### config.mk
export PLATFORM = sky130hd
export DESIGN_NAME = cbr_regs_top
export DESIGN_NICKNAME = d
export VERILOG_FILES = /design/src/logic/cbr_pkg.sv /design/src/logic/cbr_regs_top.sv /design/src/logic/cbr_bit_engine.sv
export SDC_FILE = /design/constraint.sdc
export NUM_CORES = 1
export LEC_CHECK = 0
export BUFFER_PORTS_ARGS = -buffer_cell sky130_fd_sc_hd__buf_2
export CAP_MARGIN = 20
export CORE_ASPECT_RATIO = 0.9
export CORE_MARGIN = 4
export CORE_UTILIZATION = 40
export CTS_BUF_LIST = sky130_fd_sc_hd__clkbuf_8
export CTS_CLUSTER_SIZE = 40
export DETAILED_ROUTE_END_ITERATION = 8
export PLACE_DENSITY = 0.67
export SLEW_MARGIN = 20
export SYNTH_ARGS = -nofsm -noshare
export SYNTH_HDL_FRONTEND = slang
export SYNTH_SLANG_ARGS = --single-unit
### constraint.sdc
create_clock -name clk_sys -period 2.64 [get_ports clk_sys]
set_input_delay 0.528 -clock clk_sys [delete_from_list [all_inputs] [get_ports clk_sys]]
set_output_delay 0.528 -clock clk_sys [all_outputs]
set_load 0.05 [all_outputs]
### src/logic/cbr_pkg.sv
// Constants, register map and state type for the clock buffer register bank
package cbr_pkg;

  // ----------------------------------------------------------------
  // Register indexes
  // ----------------------------------------------------------------
  localparam logic [7:0] IDX_OUT_EN     = 8'h00;
  localparam logic [7:0] IDX_PLL_AMP    = 8'h01;
  localparam logic [7:0] IDX_EDGE       = 8'h02;
  localparam logic [7:0] IDX_FREQ       = 8'h03;
  localparam logic [7:0] IDX_RSVD       = 8'h04;
  localparam logic [7:0] IDX_REV_MAKER  = 8'h05;
  localparam logic [7:0] IDX_PART       = 8'h06;
  localparam logic [7:0] IDX_COUNT      = 8'h07;
  localparam int         NUM_REGS       = 8;

  // ----------------------------------------------------------------
  // Writable bits and reset values per index
  // ----------------------------------------------------------------
  localparam logic [7:0] RW_MASK [0:7] = '{8'h6A, 8'h3B, 8'h6A, 8'h39,
                                           8'h00, 8'h00, 8'h00, 8'h1F};
  localparam logic [7:0] RST_VAL [0:7] = '{8'hFF, 8'h06, 8'hFF, 8'hC7,
                                           8'hFF, 8'h00, 8'h00, 8'hE8};
  localparam logic [7:0] RSVD_READ      = 8'hFF;
  localparam logic [7:0] UNMAPPED_READ  = 8'h00;

  // ----------------------------------------------------------------
  // Field positions
  // ----------------------------------------------------------------
  localparam int OUT_BIT [0:3]   = '{1, 3, 5, 6};
  localparam int PLL_SW_SEL_BIT  = 5;
  localparam int PLL_CTL_LSB     = 3;
  localparam int PLL_RB_LSB      = 6;
  localparam int AMP_LSB         = 0;
  localparam int FREQ_EN_BIT     = 5;
  localparam int FREQ_LSB        = 3;
  localparam int FB_EDGE_BIT     = 0;
  localparam int COUNT_MSB       = 4;
  localparam logic [1:0] FREQ_OFF = 2'h0;

  // ----------------------------------------------------------------
  // Bus address strap decode
  // ----------------------------------------------------------------
  localparam logic [1:0] STRAP_LOW  = 2'h0;
  localparam logic [1:0] STRAP_MID  = 2'h1;
  localparam logic [6:0] ADDR_LOW   = 7'h6B;
  localparam logic [6:0] ADDR_MID   = 7'h6C;
  localparam logic [6:0] ADDR_HIGH  = 7'h6D;
  localparam logic [3:0] LAST_BIT   = 4'h7;
  localparam logic [3:0] ACK_SLOT   = 4'h8;

  typedef enum logic [2:0] {
    ST_IDLE, ST_ADDR, ST_INDEX, ST_WCOUNT, ST_WDATA, ST_RDATA, ST_IGNORE
  } cbr_state_type;

endpackage

### src/logic/cbr_regs_top.sv
// Serial bus control and status register bank of a clock fan-out buffer
`timescale 1ns/10ps

// Overview of operation
// Cleared output enable bit forces that pair low whatever its enable pin says.
// Byte 1 bits 7:6 read back the mode strap captured at power good.
// Byte 1 bit 5 picks strapped mode (0) or software mode bits (1).
// Software mode bits 4:3 reset to 0 and act only when bit 5 is 1.
// Byte 1 bits 1:0 choose output amplitude 0.6 to 0.9 V, reset 10.
// Byte 2 bits 6,5,3,1 set edge rate of pairs 3,2,1,0; reset 1.
// Byte 3 bit 5 enables software frequency change, reset 0.
// Frequency bits 4:3 reset 0 and act only when byte 3 bit 5 is 1.
// Byte 3 bit 0 sets feedback edge rate, reset 1.
// Byte 4 always reads all ones.
// Byte 5 reads fixed revision code high, maker code low.
// Byte 6 reads fixed family code in 7:6, part number in 5:0.
// Byte 7 bits 4:0 set block read length, reset 8; 7:5 reserved.
// Block write: address, index, count, data bytes; every byte acknowledged.
// Block read: index write, repeated start, count then data from index.
// Bus address latched from three level strap: 6B, 6C or 6D.
// Reserved bits ignore writes and read their default or one.
module cbr_regs_top
  import cbr_pkg::*;
#(
  parameter logic [3:0] REVISION_CODE    = 4'h3, // Arbitrary value
  parameter logic [3:0] MAKER_CODE       = 4'hA, // Arbitrary value
  parameter logic [1:0] PART_FAMILY_CODE = 2'h2, // Arbitrary value
  parameter logic [5:0] PART_NUMBER_CODE = 6'h15 // Arbitrary value
) (
  input  wire logic       clk_sys,
  input  wire logic       rst_n,
  input  wire logic       scl_in,
  input  wire logic       sda_in,
  output logic            sda_out,
  output logic            sda_oe,
  input  wire logic       power_good_powerdown_n,
  input  wire logic [1:0] address_strap,
  input  wire logic [1:0] pll_mode_strap,
  input  wire logic [3:0] oe_pin_n,
  output logic [3:0]      clock_output_pair_run,
  output logic [3:0]      edge_rate_out,
  output logic            feedback_edge_rate,
  output logic [1:0]      amplitude_sel,
  output logic [1:0]      pll_mode,
  output logic [1:0]      freq_choice
);

  // ----------------------------------------------------------------
  // Declarations
  // ----------------------------------------------------------------
  cbr_state_type state_ff;
  logic [7:0]    cfg_ff [0:NUM_REGS-1];
  logic [7:0]    index_ff;
  logic [7:0]    tx_byte_ff;
  logic          tx_mode_ff;
  logic          ack_req_ff;
  logic          captured_ff;
  logic [6:0]    bus_addr_ff;
  logic [1:0]    pll_strap_ff;
  logic [3:0]    pair_run_ff;
  logic [3:0]    edge_ff;
  logic          fb_edge_ff;
  logic [1:0]    amp_ff;
  logic [1:0]    mode_ff;
  logic [1:0]    freq_ff;
  logic [7:0]    rd_data;
  logic [6:0]    nxt_addr;
  logic          wr_pls;
  logic          start_pls;
  logic          stop_pls;
  logic          byte_pls;
  logic [7:0]    rx_byte;
  logic          ack_pls;
  logic          host_ack;

  // ----------------------------------------------------------------
  // Bit engine
  // ----------------------------------------------------------------
  cbr_bit_engine u_bits (
    .clk_sys   (clk_sys),
    .rst_n     (rst_n),
    .scl_in    (scl_in),
    .sda_in    (sda_in),
    .ack_req   (ack_req_ff),
    .tx_mode   (tx_mode_ff),
    .tx_byte   (tx_byte_ff),
    .start_pls (start_pls),
    .stop_pls  (stop_pls),
    .byte_pls  (byte_pls),
    .rx_byte   (rx_byte),
    .ack_pls   (ack_pls),
    .host_ack  (host_ack),
    .sda_out   (sda_out),
    .sda_oe    (sda_oe)
  );

  // ----------------------------------------------------------------
  // Strap capture at the first power good
  // ----------------------------------------------------------------
  // Three level strap decode; any code above mid is taken as high
  always_comb begin
    nxt_addr = ADDR_HIGH;
    if (address_strap == STRAP_LOW) begin
      nxt_addr = ADDR_LOW;
    end else if (address_strap == STRAP_MID) begin
      nxt_addr = ADDR_MID;
    end
  end

  // Captured once, so later strap movement cannot move the address
  always_ff @(posedge clk_sys) begin
    if (!rst_n) begin
      captured_ff  <= 1'b0;
      bus_addr_ff  <= 7'h00;
      pll_strap_ff <= 2'h0;
    end else if (power_good_powerdown_n && !captured_ff) begin
      captured_ff  <= 1'b1;
      bus_addr_ff  <= nxt_addr;
      pll_strap_ff <= pll_mode_strap;
    end
  end

  // ----------------------------------------------------------------
  // Register storage, one entry per index
  // ----------------------------------------------------------------
  assign wr_pls = byte_pls && state_ff == ST_WDATA;

  // Only writable bits take data; the rest keep their fixed value
  for (genvar g = 0; g < NUM_REGS; g++) begin : g_reg
    always_ff @(posedge clk_sys) begin
      if (!rst_n) begin
        cfg_ff[g] <= RST_VAL[g];
      end else if (wr_pls && index_ff == 8'(g)) begin
        cfg_ff[g] <= (rx_byte & RW_MASK[g]) | (cfg_ff[g] & ~RW_MASK[g]);
      end
    end
  end

  // Read data by index; unmapped indexes read zero
  always_comb begin
    rd_data = UNMAPPED_READ;
    unique case (index_ff)
      IDX_OUT_EN:    rd_data = cfg_ff[0];
      IDX_PLL_AMP:   rd_data = {pll_strap_ff, cfg_ff[1][5:0]};
      IDX_EDGE:      rd_data = cfg_ff[2];
      IDX_FREQ:      rd_data = cfg_ff[3];
      IDX_RSVD:      rd_data = RSVD_READ;
      IDX_REV_MAKER: rd_data = {REVISION_CODE, MAKER_CODE};
      IDX_PART:      rd_data = {PART_FAMILY_CODE, PART_NUMBER_CODE};
      IDX_COUNT:     rd_data = cfg_ff[7];
      default:       rd_data = UNMAPPED_READ;
    endcase
  end

  // ----------------------------------------------------------------
  // Transaction sequencer
  // ----------------------------------------------------------------
  // Every byte received after an address match is acknowledged; the index
  // advances per data byte in both directions
  always_ff @(posedge clk_sys) begin
    if (!rst_n) begin
      state_ff   <= ST_IDLE;
      index_ff   <= 8'h00;
      tx_byte_ff <= 8'h00;
      tx_mode_ff <= 1'b0;
      ack_req_ff <= 1'b0;
    end else if (start_pls) begin
      state_ff   <= ST_ADDR;
      tx_mode_ff <= 1'b0;
      ack_req_ff <= 1'b0;
    end else if (stop_pls) begin
      state_ff   <= ST_IDLE;
      tx_mode_ff <= 1'b0;
      ack_req_ff <= 1'b0;
    end else if (byte_pls && !tx_mode_ff) begin
      unique case (state_ff)
        ST_ADDR: begin
          if (rx_byte[7:1] == bus_addr_ff && captured_ff) begin
            ack_req_ff <= 1'b1;
            if (rx_byte[0]) begin
              // Read: the count goes first, then bytes from the index
              state_ff   <= ST_RDATA;
              tx_mode_ff <= 1'b1;
              tx_byte_ff <= {3'h0, cfg_ff[7][COUNT_MSB:0]};
            end else begin
              state_ff <= ST_INDEX;
            end
          end else begin
            state_ff   <= ST_IGNORE;
            ack_req_ff <= 1'b0;
          end
        end
        ST_INDEX: begin
          index_ff   <= rx_byte;
          state_ff   <= ST_WCOUNT;
          ack_req_ff <= 1'b1;
        end
        ST_WCOUNT: begin
          // The count is taken but not enforced; stop ends the write
          state_ff   <= ST_WDATA;
          ack_req_ff <= 1'b1;
        end
        ST_WDATA: begin
          index_ff   <= index_ff + 8'h01;
          ack_req_ff <= 1'b1;
        end
        ST_IDLE, ST_IGNORE, ST_RDATA: begin
          ack_req_ff <= 1'b0;
        end
      endcase
    end else if (ack_pls && state_ff == ST_RDATA) begin
      if (host_ack) begin
        tx_byte_ff <= rd_data;
        index_ff   <= index_ff + 8'h01;
      end else begin
        state_ff   <= ST_IDLE;
        tx_mode_ff <= 1'b0;
      end
    end
  end

  // ----------------------------------------------------------------
  // Outputs to the clock path
  // ----------------------------------------------------------------
  // Power good low or a cleared enable bit holds the pair low/low
  for (genvar p = 0; p < 4; p++) begin : g_pair
    always_ff @(posedge clk_sys) begin
      if (!rst_n) begin
        pair_run_ff[p] <= 1'b0;
        edge_ff[p]     <= 1'b1;
      end else begin
        pair_run_ff[p] <= power_good_powerdown_n & cfg_ff[0][OUT_BIT[p]]
                          & ~oe_pin_n[p];
        edge_ff[p]     <= cfg_ff[2][OUT_BIT[p]];
      end
    end
  end

  // Mode and frequency follow software only while their enables are set
  always_ff @(posedge clk_sys) begin
    if (!rst_n) begin
      amp_ff     <= RST_VAL[1][AMP_LSB+:2];
      fb_edge_ff <= 1'b1;
      mode_ff    <= 2'h0;
      freq_ff    <= FREQ_OFF;
    end else begin
      amp_ff     <= cfg_ff[1][AMP_LSB+:2];
      fb_edge_ff <= cfg_ff[3][FB_EDGE_BIT];
      mode_ff    <= cfg_ff[1][PLL_SW_SEL_BIT] ? cfg_ff[1][PLL_CTL_LSB+:2]
                                              : pll_strap_ff;
      freq_ff    <= cfg_ff[3][FREQ_EN_BIT] ? cfg_ff[3][FREQ_LSB+:2]
                                           : FREQ_OFF;
    end
  end

  assign clock_output_pair_run = pair_run_ff;
  assign edge_rate_out         = edge_ff;
  assign feedback_edge_rate    = fb_edge_ff;
  assign amplitude_sel         = amp_ff;
  assign pll_mode              = mode_ff;
  assign freq_choice           = freq_ff;
endmodule

### src/logic/cbr_bit_engine.sv
// Bit level serial bus engine: start/stop, byte shift and acknowledge drive
`timescale 1ns/10ps
module cbr_bit_engine
  import cbr_pkg::*;
(
  input  wire logic       clk_sys,
  input  wire logic       rst_n,
  input  wire logic       scl_in,
  input  wire logic       sda_in,
  input  wire logic       ack_req,
  input  wire logic       tx_mode,
  input  wire logic [7:0] tx_byte,
  output logic            start_pls,
  output logic            stop_pls,
  output logic            byte_pls,
  output logic [7:0]      rx_byte,
  output logic            ack_pls,
  output logic            host_ack,
  output logic            sda_out,
  output logic            sda_oe
);

  logic       scl_ff;
  logic       sda_ff;
  logic [3:0] cnt_ff;
  logic [7:0] rx_sh_ff;
  logic [7:0] tx_sh_ff;
  logic       cur_rx_ff;
  logic       scl_rise;
  logic       scl_fall;
  logic       is_start;
  logic       is_stop;

  // Line edges; SDA moving while SCL is high frames a transfer
  assign scl_rise = ~scl_ff & scl_in;
  assign scl_fall = scl_ff & ~scl_in;
  assign is_start = scl_ff & scl_in & sda_ff & ~sda_in;
  assign is_stop  = scl_ff & scl_in & ~sda_ff & sda_in;

  // ----------------------------------------------------------------
  // Sampling and event pulses
  // ----------------------------------------------------------------
  always_ff @(posedge clk_sys) begin
    if (!rst_n) begin
      scl_ff    <= 1'b1;
      sda_ff    <= 1'b1;
      start_pls <= 1'b0;
      stop_pls  <= 1'b0;
      byte_pls  <= 1'b0;
      ack_pls   <= 1'b0;
      host_ack  <= 1'b0;
      rx_sh_ff  <= 8'h00;
      sda_out   <= 1'b0;
    end else begin
      scl_ff    <= scl_in;
      sda_ff    <= sda_in;
      start_pls <= is_start;
      stop_pls  <= is_stop;
      byte_pls  <= scl_rise && cnt_ff == LAST_BIT;
      ack_pls   <= scl_rise && cnt_ff == ACK_SLOT && !cur_rx_ff;
      if (scl_rise && cnt_ff == ACK_SLOT) begin
        host_ack <= ~sda_in; // Low in the ninth slot is an acknowledge
      end
      if (scl_rise && cnt_ff < ACK_SLOT) begin
        rx_sh_ff <= {rx_sh_ff[6:0], sda_in};
      end
    end
  end

  assign rx_byte = rx_sh_ff;

  // Bit counter, zero at the first data bit of each byte
  always_ff @(posedge clk_sys) begin
    if (!rst_n) begin
      cnt_ff <= 4'h0;
    end else if (is_start || is_stop) begin
      cnt_ff <= 4'h0;
    end else if (scl_rise) begin
      cnt_ff <= (cnt_ff == ACK_SLOT) ? 4'h0 : cnt_ff + 4'h1;
    end
  end

  // ----------------------------------------------------------------
  // Data line drive, changed only while SCL is low
  // ----------------------------------------------------------------
  always_ff @(posedge clk_sys) begin
    if (!rst_n) begin
      sda_oe    <= 1'b0;
      cur_rx_ff <= 1'b1;
      tx_sh_ff  <= 8'h00;
    end else if (is_start || is_stop) begin
      sda_oe    <= 1'b0;
      cur_rx_ff <= 1'b1;
    end else if (scl_fall) begin
      if (cnt_ff == ACK_SLOT) begin
        sda_oe <= cur_rx_ff & ack_req;
      end else if (cnt_ff == 4'h0) begin
        // Direction is chosen per byte so an address ack precedes read data
        cur_rx_ff <= ~tx_mode;
        sda_oe    <= tx_mode & ~tx_byte[7];
        tx_sh_ff  <= {tx_byte[6:0], 1'b0};
      end else begin
        sda_oe    <= ~cur_rx_ff & ~tx_sh_ff[7];
        tx_sh_ff  <= {tx_sh_ff[6:0], 1'b0};
      end
    end
  end

endmodule

==> results.toml, run 1 <==
[hold_path]
hold_class = "in2reg"

[synth]
ys_types = 67
syn_inst = 454
synth.avg_cell_area_sq_um = 9.660
syn-num-nets = 473
syn_area_sq_um = 4385
synth_warnings = 0
ys.flop_type = "dfxtp_1"
ys_seq_area_frac = 0.4702
synth_edf_count = 22
postSynth.asyncResetShare = 0
synth-seq-cells = 92

[detailed_routing]
totalWireLength_um = 10080
vias = 3459
wl_per_cell_um = 16.57
drt-initial-drc-count = 306
dr.pass1.iters = 5
drc = 0
ant_nets = 0
via_per_inst = 5.689

[timing]
worst_pin_slew_ps = 602.1
skew_ps = 16.78
slew_viol_final = 0
slew_headroom = 0.5949
fin_crit_sh = 0.8181
holdWs_ps = 302.1
final_hold_viol_count = 0
fin_setup_tns_ps = 0
layout_min_cycle_time_ps = 2160
fmax_ghz = 0.4630
finalSetupViolCount = 0
rsz0062_at_grt = "false"

[layout]
area_delta_synth_final_pct = 10.07
postLayoutCellArea_sq_um = 4827
final_nets = 493
layout-drive-gt1-share = 0.1628
diodes = 0
fin_cells = 608
final.fill_count = 983
final_common_cell = "dfxtp_1"
layout_common_cells = "dfxtp_1, nand2_1, nor2_1"

[floorplan]
io_pins = 30
dieHeight_um = 107.3
die_w_um = 118.4
rows = 35
dieArea_sq_um = 12710
core_area_sq_um = 10470
start_util = 0.4190

[power]
powerDensity_nw_per_um2 = 528.8
power_uw = 2553
vdd_drop_max_v = 0.0002463
leakage_uw = 0.001732

[global_route]
grt_pass1_vias = 3329
antenna_found_initial = 0
gr-total-overflow = 0
track_usage = 0.1660
grt_max_degree = 41
grt_first_pass_wirelength_um = 16980

[critical_path]
crit_type = "reg2reg"
required_ps = 2770
arrival_ps = 2290
cp-end-kind = "flop"
worstSetupStartpointType = "flop"
path_max_fanout = 7

[clocking]
h-tree-depth = 3
cts_buffers = 9
clockBufferDepth = 2
clkSinkCount = 92
clk_pin_slew_ps = 100
cts-hold-fix-buffers = 0
cts_setup_buffers = 0
insertion_delay_ps = 370
cts_tree = "yes"
root_buffer = "clkbuf_8"
cts_resized = 0

[outcome]
status = "finished, final reports clean"

[place]
dpl_cell_area_sq_um = 4648
place_congestion = 0.8739
dp_hpwl_um = 7193
dpl.cell_count = 592
portBuffers = 28

[flow_run]
drv_cap = 0
-- worst max-delay path: stages, from the launching register on --
cell	delay [ps]
dfxtp_1	360
or4_4	600
or4_4	600
nor3b_4	280
nand2b_1	90
-- sequential cells by signal (all words and copies together) (netlist names), 2 cells and up --
name and count:
pll_mode 2, u_bits.cnt_ff 4, u_bits.rx_byte 8, u_bits.tx_sh_ff 7, amplitude_sel 2, edge_rate_out 4
bus_addr_ff 4, index_ff 8, pll_strap_ff 2, state_ff 3, freq_choice 2, cfg_ff 22
tx_byte_ff 8, clock_output_pair_run 4
-- area by class of cell --
type	instances	area (sq um)	area share
Tap cell	129	161.4	0.03344
Inverter	12	45.04	0.009331
Sequential cell	92	2062	0.4272
Multi-Input combinational cell	315	2120	0.4391
Timing Repair Buffer	44	260.3	0.05391
Clock inverter	7	55.05	0.01140
Clock buffer	9	123.9	0.02566
-- metrics by stage --
stage                     setup slack (ps)    util
final                                480.2  0.4612
after global routing                 312.2  0.4612
after CTS                            483.3  0.4612
after detailed placement             471.3  0.4441
after global placement               516.9  0.4441
after floorplan                      416.0       -
-- routing by layer --
metal | wire [um] | global-route usage
met1 | 4851 | 0.2359
met5 | 0 | 0
met4 | 148 | 0.04632
met3 | 560 | 0.03626
met2 | 4517 | 0.2554
-- logic make-up (layout without fill, tap and decap cells) --
kind of cell	Yosys count	count (layout)	synth area share
and+or+nand+nor	178	178	0.2302
buffers and inverters	47	72	0.04650
other	1	1	0.0008551
adders and majority gates	6	6	0.01712
muxes	21	21	0.04822
DFF	92	92	0.4702
AOI/OAI and AO/OA	101	101	0.1709
xor gates and xnor gates	8	8	0.01598
-- synthesized netlist by cell type, types with 3 or more instances --
cell,n,area share
dfxtp_1,70,0.32
nand2_1,40,0.034
nor2_1,35,0.030
clkbuf_1,23,0.020
edfxtp_1,22,0.15
nand2b_1,22,0.031
a211oi_1,21,0.036
mux2i_1,20,0.046
a21oi_1,18,0.021
and2_1,12,0.017
inv_1,12,0.010
nor2b_1,10,0.014
a311oi_1,8,0.016
nand3_1,8,0.0091
nor3b_1,7,0.012
o21ai_0,7,0.0080
ha_1,6,0.017
nor3_1,6,0.0068
o32ai_1,6,0.012
xor2_1,6,0.012
a221oi_1,5,0.010
and3_1,5,0.0071
nor4_1,5,0.0071
or3_1,5,0.0071
a2111oi_0,4,0.0080
a22oi_1,4,0.0068
buf_1,4,0.0034
buf_2,4,0.0046
a21o_1,3,0.0051
a31oi_1,3,0.0043
or2_2,3,0.0043
-- power by group --
part	internal (uW)	switching, uW	total, uW
combinational	55.8	111	166
sequential	1470	25.1	1500
clock	354	536	890
-- final timing paths --
path	startpoint	to	slack, ps	depth (start not counted)
max reg2reg	index_ff[4]	cfg_ff[2][6]	480	4
min	oe_pin_n[1]	clock_output_pair_run[1]	300	2
min reg2reg	u_bits.sda_ff	u_bits.start_pls	470	2
max	index_ff[4]	cfg_ff[2][6]	480	4
Note: power is estimated with default switching activity, not from simulation.
==> run 2: changes to the inputs <==
PLACE_DENSITY = 0.69   (was 0.67)
clock period = 1.9 ns   (was 2.64 ns; I/O delays follow)
==> results.toml, run 2 (synthesis gave the netlist of run 1 again) <==
[outcome]
status = "finished, violations left"
violations = "negative setup slack"

[detailed_routing]
dr.pass1.iters = 4
via_per_inst = 5.658
drc = 0
vias = 3661
wl_per_cell_um = 17.01
ant_nets = 0
totalWireLength_um = 11000
drt-initial-drc-count = 296

[layout]
final_nets = 532
final_common_cell = "dfxtp_1"
regArea_sq_um = 2067
multi_input_area_sq_um = 2242
final_util = 0.5053
layout_common_cells = "dfxtp_1, buf_4, nand2_1"
area_delta_synth_final_pct = 20.60
largest-register = "cfg_ff"
final.fill_count = 938
diodes = 0
fin_cells = 647
layout-drive-gt1-share = 0.2722
largest_reg_flops = 22

[global_route]
grt_max_degree = 40
antenna_found_initial = 0
gr-total-overflow = 0
grt_pass1_vias = 3605
grt_first_pass_wirelength_um = 18270
track_usage = 0.1784

[timing]
layout_min_cycle_time_ps = 2043
holdWs_ps = 147.7
worst_slack_ps = -143.5
slew_viol_final = 0
rsz0062_at_grt = "true"
final_hold_viol_count = 0
fin_crit_sh = 1.076
fmax_ghz = 0.4894
skew_ps = 8.797
finalSetupViolCount = 21

[power]
vdd_drop_max_v = 0.0002715
power_uw = 3711
powerDensity_nw_per_um2 = 701.6
leakage_uw = 0.001980

[place]
dpl.cell_count = 628
portBuffers = 28
place_congestion = 0.9102
dp_hpwl_um = 7752

[critical_path]
arrival_ps = 2190
worstSetupStartpointType = "flop"
required_ps = 2040
cp-end-kind = "flop"
cpPeakStageDelay_ps = 570
path_max_fanout = 7
crit_type = "reg2reg"
crit_chain = "or4_4 -> or4_4 -> buf_4 -> nor2b_4 -> nand2b_1"
slowest_stage = "or4_4"
cp_common_cell = "or4_4"

[floorplan]
core_area_sq_um = 10470
start_util = 0.4190
die_w_um = 118.4
io_pins = 30
dieArea_sq_um = 12710
rows = 35
dieHeight_um = 107.3

[clocking]
clockBufferDepth = 2
clk_pin_slew_ps = 100
h-tree-depth = 3
insertion_delay_ps = 370
cts_tree = "yes"
root_buffer = "clkbuf_8"
cts_buffers = 9
clkSinkCount = 92

[flow_run]
drv_cap = 0

[hold_path]
hold_class = "in2reg"
## run 2: changes by cell type in the layout (fill, tap and decap cells not counted), sizes merged
| cell | change |
|---|---|
| inv | -1 |
| bufinv | +1 |
| buf | +39 |
| clkinv | +1 |
| clkinvlp | -1 |
## run 2: layer usage
layer | vias up | track usage | routed length [um] | share of wire
met5 | - | 0 | 0 | 0
met4 | 0 | 0.05624 | 194 | 0.018
met3 | 18 | 0.05360 | 676 | 0.061
met1 | 1764 | 0.2264 | 4887 | 0.44
li1 | 1771 | - | - | -
met2 | 108 | 0.2938 | 5244 | 0.48
## run 2: through the flow
step                      setup TNS [ps]  setup slack [ps]  area (sq um)
final                              -1908            -143.5          5289
after global routing               -3381            -182.4          5289
after CTS                          -1197            -135.0          5184
after detailed placement           -1377            -120.5          4949
after global placement            -960.2            -93.81          4949
after floorplan                    -1835            -164.6          4403
## run 2: repair_timing
action,4_1_cts,5_1_grt
hold endpoints to repair,0,0
buffers inserted,1,2
endpoints found under the setup margin,38,53
pin swaps,1,3
gates cloned,0,0
gates resized for setup,5,27
hold buffers,0,0
## run 2: cell type report
cell class | count | share of cell area
clock buffer | 9 | 0.02342
clock inverter | 7 | 0.01585
inverter | 12 | 0.008517
multi-input combinational | 315 | 0.4239
sequential | 92 | 0.3908
tap | 129 | 0.03052
timing repair buffer | 83 | 0.1069
## run 2: critical path: cells and delay by family, from the launching register on
family	cells	cell delay [ps]
buffers and inverters	1	180
DFF	1	320
and+or+nand+nor	4	1300
## run 2: where the power goes
part / switching, uW / leakage, uW / total [uW] / internal (uW)
Combinational: 169 / 0.00113 / 260 / 91.5
Sequential: 30.5 / 0.000753 / 2070 / 2040
Clock: 745 / 0.000102 / 1380 / 630
## run 2: worst paths after layout
kind | endpoint | start | slack [ps] | cells after the start
hold / removal | clock_output_pair_run[1] | oe_pin_n[1] | 150 | 2
setup reg to reg | cfg_ff[1][1] | index_ff[7] | -140 | 5
hold reg to reg | tx_byte_ff[7] | tx_byte_ff[7] | 460 | 2
setup / recovery | cfg_ff[1][1] | index_ff[7] | -140 | 5
